**src/verilog/dcs_pkg.sv**
```systemverilog
// package of constants for the discrete command and status bit bank
package dcs_pkg;
  localparam int DISC_W = 8;
  localparam int WORD_W = 16;
  // command line bit positions
  localparam int CMD_RESET = 0;
  localparam int CMD_WDT_DIS = 1;
  localparam int CMD_RUN = 2;
  localparam int CMD_ANT_MX = 3;
  localparam int CMD_ANT_Z = 4;
  localparam int CMD_ANT_PX = 5;
  localparam int CMD_MAINT = 6;
  localparam int CMD_WP_DIS = 7;
  // status line bit positions
  localparam int STS_TABLES = 0;
  localparam int STS_STS_DOWNLOADED_CODE_RUNNING = 1;
  localparam int STS_WDT_LO = 2;
  localparam int STS_WDT_HI = 3;
  localparam int STS_MOTOR = 4;
  localparam int STS_ANT_OK = 5;
  localparam int STS_MAINT = 6;
  localparam int STS_ANT_FAULT = 7;
  // housekeeping byte offsets of command and status bytes
  localparam logic [7:0] HK_CMD_OFFSET = 8'h14;
  localparam logic [7:0] HK_STS_OFFSET = 8'h15;
  // reset values: all lines low, so the run line powers up asleep
  localparam logic [7:0] CMD_RESET_VAL = 8'h00;
  localparam logic [7:0] KEY_RESET_VAL = 8'h00;
  localparam logic [15:0] WORD_RESET_VAL = 16'h0000;
  localparam logic [7:0] STS_LOW_MASK = 8'hff;
  localparam logic [2:0] BIT_ZERO = 3'h0;
endpackage
```
**src/verilog/dcs_discrete_bits.sv**
```systemverilog
// discrete command latches, status sampling and the two readable words
`timescale 1ns/100ps
module dcs_discrete_bits
  import dcs_pkg::*;
(
  input wire logic ref_clk,
  input wire logic rst,
  input wire logic clkEn,
  // single-bit discrete command from the remote terminal
  input wire logic cmdValid,
  input wire logic [2:0] cmdBitSel,
  input wire logic cmdBitValue,
  // status lines from instrument logic
  input wire logic stsDescriptorTableLoaded,
  input wire logic stsDownloadedCodeRunning,
  input wire logic [1:0] stsWatchdogUpperBits,
  input wire logic stsMotorEnable,
  input wire logic stsAntennaNormal,
  input wire logic stsMaintenanceActive,
  input wire logic stsAntennaFault,
  input wire logic wpViolation,
  input wire logic wpViolationClr,
  // word reads by the bus side
  input wire logic rdDiscrete,
  input wire logic rdInternal,
  output logic cmdProcReset,
  output logic cmdWatchdogDisable,
  output logic cmdRunNotSleep,
  output logic cmdMinusXAntennaPower,
  output logic cmdZAntennaPower,
  output logic cmdPlusXAntennaPower,
  output logic cmdMaintenanceRequest,
  output logic cmdWriteProtectDisable,
  output logic [DISC_W-1:0] cmdLines,
  output logic [WORD_W-1:0] discreteWord,
  output logic discreteValid,
  output logic [WORD_W-1:0] internalWord,
  output logic internalValid
);
  import dcs_pkg::*;

  // command levels, last key, sticky violation flag, reset pulse and the two read snapshots with their valids are the state
  logic [7:0] cmd_q, cmd_d;
  logic [7:0] key_q, key_d;
  logic resetPulse_q, resetPulse_d;
  logic wpFlag_q, wpFlag_d;
  logic [15:0] discWord_q, discWord_d;
  logic [15:0] intWord_q, intWord_d;
  logic discValid_q, discValid_d;
  logic intValid_q, intValid_d;
  logic [7:0] stsNow;

  always_comb
  begin
    stsNow = 8'h00;
    stsNow[STS_TABLES] = stsDescriptorTableLoaded;
    stsNow[STS_STS_DOWNLOADED_CODE_RUNNING] = stsDownloadedCodeRunning;
    // top bits pass as a plain code; higher code means less time left
    stsNow[STS_WDT_LO] = stsWatchdogUpperBits[0];
    stsNow[STS_WDT_HI] = stsWatchdogUpperBits[1];
    stsNow[STS_MOTOR] = stsMotorEnable;
    stsNow[STS_ANT_OK] = stsAntennaNormal;
    stsNow[STS_MAINT] = stsMaintenanceActive;
    stsNow[STS_ANT_FAULT] = stsAntennaFault;
  end

  always_comb
  begin
    cmd_d = cmd_q;
    key_d = key_q;
    resetPulse_d = 1'b0;
    wpFlag_d = wpFlag_q;
    discWord_d = discWord_q;
    intWord_d = intWord_q;
    discValid_d = 1'b0;
    intValid_d = 1'b0;
    if (cmdValid)
    begin
      cmd_d[cmdBitSel] = cmdBitValue;
      // key records only the altered bit; zero when that bit was cleared
      key_d = cmdBitValue ? (8'h01 << cmdBitSel) : KEY_RESET_VAL;
      // one-cycle reset only on a rising edge of the reset line
      resetPulse_d = (cmdBitSel == BIT_ZERO) && cmdBitValue && !cmd_q[CMD_RESET];
    end
    // set beats clear for the only flag the instrument can touch
    if (wpViolation)
      wpFlag_d = 1'b1;
    else if (wpViolationClr)
      wpFlag_d = 1'b0;
    // reads take a snapshot, so the bus never sees a word torn across two cycles
    if (rdDiscrete)
    begin
      discWord_d = {stsNow, cmd_q};
      discValid_d = 1'b1;
    end
    if (rdInternal)
    begin
      intWord_d = {7'h00, wpFlag_q, key_q & STS_LOW_MASK};
      intValid_d = 1'b1;
    end
  end

  // rst clears every register even with clkEn low; otherwise clkEn low freezes them all, the reset pulse included
  always_ff @(posedge ref_clk)
  begin
    if (rst)
    begin
      cmd_q <= CMD_RESET_VAL;
      key_q <= KEY_RESET_VAL;
      resetPulse_q <= 1'b0;
      wpFlag_q <= 1'b0;
      discWord_q <= WORD_RESET_VAL;
      intWord_q <= WORD_RESET_VAL;
      discValid_q <= 1'b0;
      intValid_q <= 1'b0;
    end
    else if (clkEn)
    begin
      cmd_q <= cmd_d;
      key_q <= key_d;
      resetPulse_q <= resetPulse_d;
      wpFlag_q <= wpFlag_d;
      discWord_q <= discWord_d;
      intWord_q <= intWord_d;
      discValid_q <= discValid_d;
      intValid_q <= intValid_d;
    end
  end

  // internal word leaves only toward the bus side, never into the instrument
  assign internalWord = intWord_q;
  assign internalValid = intValid_q;
  assign discreteWord = discWord_q;
  assign discreteValid = discValid_q;
  assign cmdLines = cmd_q;
  assign cmdProcReset = resetPulse_q;
  assign cmdWatchdogDisable = cmd_q[CMD_WDT_DIS];
  assign cmdRunNotSleep = cmd_q[CMD_RUN];
  assign cmdMinusXAntennaPower = cmd_q[CMD_ANT_MX];
  assign cmdZAntennaPower = cmd_q[CMD_ANT_Z];
  assign cmdPlusXAntennaPower = cmd_q[CMD_ANT_PX];
  assign cmdMaintenanceRequest = cmd_q[CMD_MAINT];
  assign cmdWriteProtectDisable = cmd_q[CMD_WP_DIS];

  // reset line: one pulse per rising edge, none while held high
  a_reset_edge: assert property (@(posedge ref_clk) disable iff (rst)
    (clkEn && cmdValid && cmdBitSel == BIT_ZERO && cmdBitValue && !cmdLines[CMD_RESET])
    |=> cmdProcReset)
    else $error("reset edge gave no pulse");

  a_reset_single: assert property (@(posedge ref_clk) disable iff (rst)
    cmdProcReset
    |=> !cmdProcReset || $past(clkEn) == 1'b0)
    else $error("reset held high");

  a_hold_high: assert property (@(posedge ref_clk) disable iff (rst)
    (clkEn && cmdValid && cmdBitSel == BIT_ZERO && cmdLines[CMD_RESET])
    |=> !cmdProcReset)
    else $error("held reset line pulsed again");

  a_pulse_line: assert property (@(posedge ref_clk) disable iff (rst)
    cmdProcReset
    |-> cmdLines[CMD_RESET])
    else $error("reset pulse without reset line");

  // command levels hold, change one bit at a time, and freeze with clkEn
  a_cmd_hold: assert property (@(posedge ref_clk) disable iff (rst)
    (clkEn && !cmdValid)
    |=> $stable(cmdLines))
    else $error("command line moved");

  a_cmd_write: assert property (@(posedge ref_clk) disable iff (rst)
    (clkEn && cmdValid)
    |=> cmdLines[$past(cmdBitSel)] == $past(cmdBitValue))
    else $error("command bit not written");

  a_freeze_all: assert property (@(posedge ref_clk) disable iff (rst)
    !clkEn
    |=> $stable(cmdLines) && $stable(cmdProcReset) && $stable(internalWord)
      && $stable(discreteWord))
    else $error("state moved while frozen");

  a_reset_state: assert property (@(posedge ref_clk)
    rst
    |=> cmdLines == CMD_RESET_VAL && !cmdProcReset && !cmdRunNotSleep)
    else $error("reset left a line high");

  // key and violation flag seen through the internal word
  a_key_set: assert property (@(posedge ref_clk) disable iff (rst)
    (clkEn && cmdValid && cmdBitValue) ##1 (clkEn && !cmdValid)
      ##1 (clkEn && rdInternal && !cmdValid)
    |=> internalWord[7:0] == (8'h01 << $past(cmdBitSel, 3)))
    else $error("set key wrong");

  a_key_zero: assert property (@(posedge ref_clk) disable iff (rst)
    (clkEn && cmdValid && !cmdBitValue) ##1 (clkEn && !cmdValid)
      ##1 (clkEn && rdInternal && !cmdValid)
    |=> internalWord[7:0] == 8'h00)
    else $error("cleared key not zero");

  a_int_upper: assert property (@(posedge ref_clk) disable iff (rst)
    (clkEn && rdInternal)
    |=> internalValid && internalWord[15:9] == 7'h00)
    else $error("internal word upper bits set");

  a_wp_flag: assert property (@(posedge ref_clk) disable iff (rst)
    (clkEn && wpViolation) ##1 (clkEn && !wpViolationClr)
      ##1 (clkEn && rdInternal && !wpViolationClr)
    |=> internalWord[8])
    else $error("violation flag lost");

  a_wp_clear: assert property (@(posedge ref_clk) disable iff (rst)
    (clkEn && wpViolationClr && !wpViolation) ##1 (clkEn && !wpViolation)
      ##1 (clkEn && rdInternal && !wpViolation)
    |=> !internalWord[8])
    else $error("violation flag not cleared");

  // discrete word packing
  a_word_pack: assert property (@(posedge ref_clk) disable iff (rst)
    (clkEn && rdDiscrete)
    |=> discreteValid && discreteWord[15] == $past(stsAntennaFault)
      && discreteWord[7:0] == $past(cmdLines))
    else $error("discrete word packing wrong");

  a_sts_pack: assert property (@(posedge ref_clk) disable iff (rst)
    (clkEn && rdDiscrete)
    |=> discreteWord[15:8] == $past({stsAntennaFault, stsMaintenanceActive, stsAntennaNormal,
      stsMotorEnable, stsWatchdogUpperBits, stsDownloadedCodeRunning, stsDescriptorTableLoaded}))
    else $error("status byte wrong");

  a_wdt_bits: assert property (@(posedge ref_clk) disable iff (rst)
    (clkEn && rdDiscrete)
    |=> discreteWord[11:10] == $past(stsWatchdogUpperBits))
    else $error("watchdog bits wrong");

  a_disc_idle: assert property (@(posedge ref_clk) disable iff (rst)
    (clkEn && !rdDiscrete)
    |=> !discreteValid)
    else $error("discrete valid without read");

  a_int_idle: assert property (@(posedge ref_clk) disable iff (rst)
    (clkEn && !rdInternal)
    |=> !internalValid)
    else $error("internal valid without read");

  // each dedicated line follows the command to its own bit
  a_run_map: assert property (@(posedge ref_clk) disable iff (rst)
    (clkEn && cmdValid && cmdBitSel == 3'(CMD_RUN))
    |=> cmdRunNotSleep == $past(cmdBitValue))
    else $error("run line mismatch");

  a_wdt_dis_map: assert property (@(posedge ref_clk) disable iff (rst)
    (clkEn && cmdValid && cmdBitSel == 3'(CMD_WDT_DIS))
    |=> cmdWatchdogDisable == $past(cmdBitValue))
    else $error("watchdog disable line mismatch");

  a_ant_mx: assert property (@(posedge ref_clk) disable iff (rst)
    (clkEn && cmdValid && cmdBitSel == 3'(CMD_ANT_MX))
    |=> cmdMinusXAntennaPower == $past(cmdBitValue))
    else $error("minus x antenna line mismatch");

  a_ant_z: assert property (@(posedge ref_clk) disable iff (rst)
    (clkEn && cmdValid && cmdBitSel == 3'(CMD_ANT_Z))
    |=> cmdZAntennaPower == $past(cmdBitValue))
    else $error("z antenna line mismatch");

  a_ant_px: assert property (@(posedge ref_clk) disable iff (rst)
    (clkEn && cmdValid && cmdBitSel == 3'(CMD_ANT_PX))
    |=> cmdPlusXAntennaPower == $past(cmdBitValue))
    else $error("plus x antenna line mismatch");

  a_maint_map: assert property (@(posedge ref_clk) disable iff (rst)
    (clkEn && cmdValid && cmdBitSel == 3'(CMD_MAINT))
    |=> cmdMaintenanceRequest == $past(cmdBitValue))
    else $error("maintenance line mismatch");

  a_wp_dis_map: assert property (@(posedge ref_clk) disable iff (rst)
    (clkEn && cmdValid && cmdBitSel == 3'(CMD_WP_DIS))
    |=> cmdWriteProtectDisable == $past(cmdBitValue))
    else $error("write protect line mismatch");
endmodule

```
**config.mk**
```make
export PLATFORM = sky130hd
export DESIGN_NAME = dcs_discrete_bits
export DESIGN_NICKNAME = d
export VERILOG_FILES = /design/src/verilog/dcs_pkg.sv /design/src/verilog/dcs_discrete_bits.sv
export SDC_FILE = /design/constraint.sdc
export NUM_CORES = 1
export LEC_CHECK = 0
export BUFFER_PORTS_ARGS = -buffer_cell sky130_fd_sc_hd__buf_2
export CAP_MARGIN = 20
export CORE_MARGIN = 5
export CORE_UTILIZATION = 45
export DETAILED_ROUTE_END_ITERATION = 7
export GPL_ROUTABILITY_DRIVEN = 0
export MAX_ROUTING_LAYER = met4
export PLACE_DENSITY = 0.75
export SLEW_MARGIN = 25
export SYNTH_ARGS = -nofsm -noshare
export SYNTH_HDL_FRONTEND = slang
export SYNTH_SLANG_ARGS = --single-unit
export TNS_END_PERCENT = 1
```
**constraint.sdc**
```tcl
create_clock -name ref_clk -period 1 [get_ports ref_clk]
set_input_delay 0.05 -clock ref_clk [delete_from_list [all_inputs] [get_ports ref_clk]]
set_output_delay 0.05 -clock ref_clk [all_outputs]
set_load 0.005 [all_outputs]
```
## Word level (Yosys, flattened, before mapping)

Cells that the tools add are included.

| operators by class | value |
|---|---|
| order comparisons | 2 |
| shift-type cells | 1 |
| reduce and logical (&&, ||, !) cells | 10 |
| multiplexer cells | 9 |

Operators with widths:

| kind | count |
|---|---|
| $bwmux 8 | 1 |
| $mux 8 | 1 |
| $reduce_and 2->1 | 4 |
| $shl 1x3->8 const A | 1 |
| $mux 1 | 6 |
| $lt 3x4->1 const B | 1 |
| $demux 1 s3 | 1 |
| $ge 3x1->1 const B | 1 |
| $logic_and 1x1->1 | 3 |
| $logic_not 3->1 | 1 |
| $reduce_bool 2->1 | 1 |
| $logic_not 1->1 | 1 |

| word-level totals | value |
|---|---|
| bits in registers | 45 |
| logic and storage cells | 30 |
| input port bits | 20 |
| output and inout bits | 50 |

## Logic depth before layout (Yosys ltp)

| logic depth | value |
|---|---|
| word-level depth | 5 |
| depth in mapped cells | 5 |
| mapped depth without buffers | 3 |

## Least setup slack after synthesis

No wires, ideal clock.

| timing path | value |
|---|---|
| path kind | flip-flop to flip-flop |
| start point | register cmdProcReset (netlist name) |
| end point | register resetPulse_q (netlist: cmdProcReset) |
| stages on the path, launching flop included | 3 |
| data arrival time | 0.723 ns |
| data required time | 0.916 ns |
| setup time | 0.084 ns |
| slack | 0.193 ns |
| clock period less this slack | 0.807 ns |
| cell sequence | dfxtp_1 -> or3b_1 -> o31ai_2 |

RTL lines:

| element | RTL line | source |
|---|---|---|
| to (signal assigned) | dcs_discrete_bits.sv:121 | `resetPulse_q <= resetPulse_d;` |
| to (decl) | dcs_discrete_bits.sv:45 | `logic resetPulse_q, resetPulse_d;` |

## Final worst setup path

| timing path | value |
|---|---|
| start point | register cmd_q[1] (netlist: cmdLines[1]) |
| end point | output cmdWatchdogDisable |

RTL lines:

| element | RTL line | source |
|---|---|---|
| from (decl) | dcs_discrete_bits.sv:43 | `logic [7:0] cmd_q, cmd_d;` |
| from (signal assigned) | dcs_discrete_bits.sv:119 | `cmd_q <= cmd_d;` |
| to (decl) | dcs_discrete_bits.sv:27 | `output logic cmdWatchdogDisable,` |

No word-level cell between the ends.

==> flow_summary_export.csv <==
group,metric,value,unit
status,status,"finished clean",
die,core_area,0.00391,mm2
placement,port_buffers,62,
die,placementRows,23,
drt,drt-initial-drc-count,50,
drt,vias,1547,
cts,clk_pin_slew,0.08,ns
pwr,p_sw_share,22.3,%
die,io_pins,70,
grt,antenna_found_initial,0,
drt,drtAntennaViolNets,0,
pwr,p_sw,0.740,mW
synth,ys_types,28,
placement,placed_cells,307,
cts,htreeDepth,2,
cts,cts_resized,0,
job,max_cap_violations,0,
placement,dp_hpwl,2910,um
pwr,share_seq_of_total_power,55.5,%
finish,finalNetCount,292,
synth,ys_seq_elements,45,
sta,timing.final.crit_share,88.9,%
pwr,power.density,1480,mW/mm2
worst_setup_path,worstPathRequired,0.95,ns
sta,finClkSkew,0.00383,ns
cts,clk_path_buf_depth,2,
synth,synth_area_per_cell,8.59,um2
sta,fin_crit,0.889,ns
sta,rsz0062_at_grt,"no",
worst_setup_path,crit_chain,"buf_2",
finish,multiInputGateArea,729,um2
die,die_x,73.0,um
finish,final_cell_mix,"nand2_1, buf_2, dfxtp_1",
finish,layout-drive-gt1-share,30.0,%
cts,cts_buffers,5,
drt,drc,0,
worst_setup_path,path_delay_family,"flip-flops",
worst_setup_path,path_class,"reg -> out",
pwr,peakVddDrop,0.000830,V
pwr,internal-power,2.57,mW
finish,num-fill-cells,371,
die,die_h,73.0,um
finish,final_common_cell,"nand2_1",
finish,area_growth_syn_to_layout,25.7,%
grt,track_usage,16.3,%
synth,ys_seq_area_share,50.4,%
worst_setup_path,critPathBufInv,1,
worst_setup_path,critPathSlowestCell,"dfxtp_1",
worst_setup_path,crit_path_end_kind,"output port",
grt,grt_pass1_vias,1468,
cts,cts.sinks,45,
grt,grt_pass1_wl,6530,um
pwr,p_comb_share,8.7,%
cts,ctsRootBufferMaster,"clkbuf_8",
worst_setup_path,arrival,0.84,ns
drt,wire_per_inst,12.4,um
hold_path,hold_class,"in -> reg",
synth,syn_area,0.00179,mm2
cts,clk_latency,0.29,ns
pwr,power_leakage,1.02,nW
sta,hold_viol,0,
synth,synthCells,208,
drt,wirelength,4000,um
worst_setup_path,cp_max_fo,4,
sta,setup_viol,0,
grt,grt_max_degree,18,
worst_setup_path,start_kind,"flip-flop",
die,die_area,0.00533,mm2
grt,overflow,0,
sta,setup_tns,0,ns
cts,cts_post_setup_buffers_inserted,0,
drt,dr.pass1.iters,4,
die,initial_utilization,45.7,%
synth,yosys_warnings,0,
finish,antenna_cells,0,
worst_setup_path,cp_slowest_stage_delay,0.40,ns
sta,fmax,1130,MHz
cts,cts_tree,"done",
finish,fin_cells,323,
drt,viasPerCell,4.79,
finish,regArea,901,um2
pwr,clkPwrFrac,35.8,%
sta,slew_violations,0,
what timing repair did:
action / 4_1_cts / 5_1_grt
endpoints found under the hold margin: 8 / 0
hold buffers: 8 / 0
setup endpoints to repair: 0 / 0
stage by stage:
step                      power (mW)  hold slack (ns)  cell area, um2  setup WS, ns  util (%)
after global placement          2.14            0.294            2060        0.0490      52.7
after floorplan                 2.05            0.186            1810         0.193         -
final                           3.31           0.0206            2250         0.111      57.4
after CTS                       3.35           0.0235            2250        0.0969      57.4
after global routing            3.48           0.0430            2250        0.0507      57.4
after detailed placement        2.14            0.296            2060        0.0370      52.7
final cells by class:
cell class | count | share of cell area [%]
Multi-Input combinational cell | 143 | 32.5
Inverter | 1 | 0.167
Clock buffer | 7 | 4.29
Timing Repair Buffer | 76 | 19.9
Tap cell | 50 | 2.79
Sequential cell | 45 | 40.1
Clock inverter | 1 | 0.223
power by group through the flow:
stage / clock, mW / sequential (mW) / combinational, mW
2_1_floorplan: 0 / 1.88 / 0.170
3_3_place_gp: 0 / 1.88 / 0.260
3_5_place_dp: 0 / 1.88 / 0.262
4_1_cts: 1.22 / 1.84 / 0.286
5_1_grt: 1.31 / 1.85 / 0.321
6_report: 1.19 / 1.84 / 0.287
logic make-up (layout without fill, tap and decap cells):
logic type	Yosys count	after routing	synth area share, %
multiplexers	4	4	2.24
buffers and inverters	26	85	10.0
AO/OA/AOI/OAI	45	45	14.7
flip-flops	45	45	50.4
other	1	7	0.210
AND/OR/NAND/NOR	87	87	22.4
cell usage after synthesis:
master,n,area (um2)
and2_1,2,12.5
and4bb_2,1,12.5
nand3_1,1,5.00
conb_1,1,3.75
clkbuf_1,4,15.0
or3b_1,1,8.76
a21oi_1,35,175
nand2_2,2,12.5
a22oi_1,1,7.51
o41ai_1,2,17.5
and4b_1,2,20.0
clkbuf_4,1,7.51
and2b_1,1,7.51
nor2_1,5,18.8
buf_2,1,5.00
nand2b_1,7,43.8
mux2i_1,4,40.0
and4_4,1,11.3
o31ai_2,1,12.5
dfxtp_1,45,901
buf_4,16,120
clkbuf_2,1,5.00
inv_1,1,3.75
o31ai_1,2,15.0
buf_6,2,22.5
nand2_1,63,236
nand2_4,1,11.3
a32oi_1,4,35.0
metal layers:
metal / up-vias / track usage, % / part of all wire [%]
met5: - / - / 0
met1: 699 / 18.7 / 45
li1: 803 / - / -
met4: 0 / 6.76 / 1.3
met2: 41 / 26.6 / 48
met3: 4 / 4.55 / 6.0
flip-flops by register name, indices dropped and copies added (netlist names):
name / cells
discreteWord: 16
internalWord: 9
cmdLines: 8
key_q: 8
cmdProcReset: 1
discreteValid: 1
internalValid: 1
wpFlag_q: 1
path summary, 6_finish.rpt:
kind,from,to,slack [ns],cells past startpoint
setup / recovery,cmdLines[1]$_SDFFE_PP0P_,cmdWatchdogDisable,0.11,1
hold / removal,wpViolation,wpFlag_q$_SDFFE_PP0P_,0.02,3
setup reg to reg,cmdProcReset$_SDFFE_PP0P_,cmdProcReset$_SDFFE_PP0P_,0.17,2
hold reg to reg,internalWord[8]$_SDFFE_PP0P_,internalWord[8]$_SDFFE_PP0P_,0.45,2
Note: power is estimated with default switching activity, not from simulation.
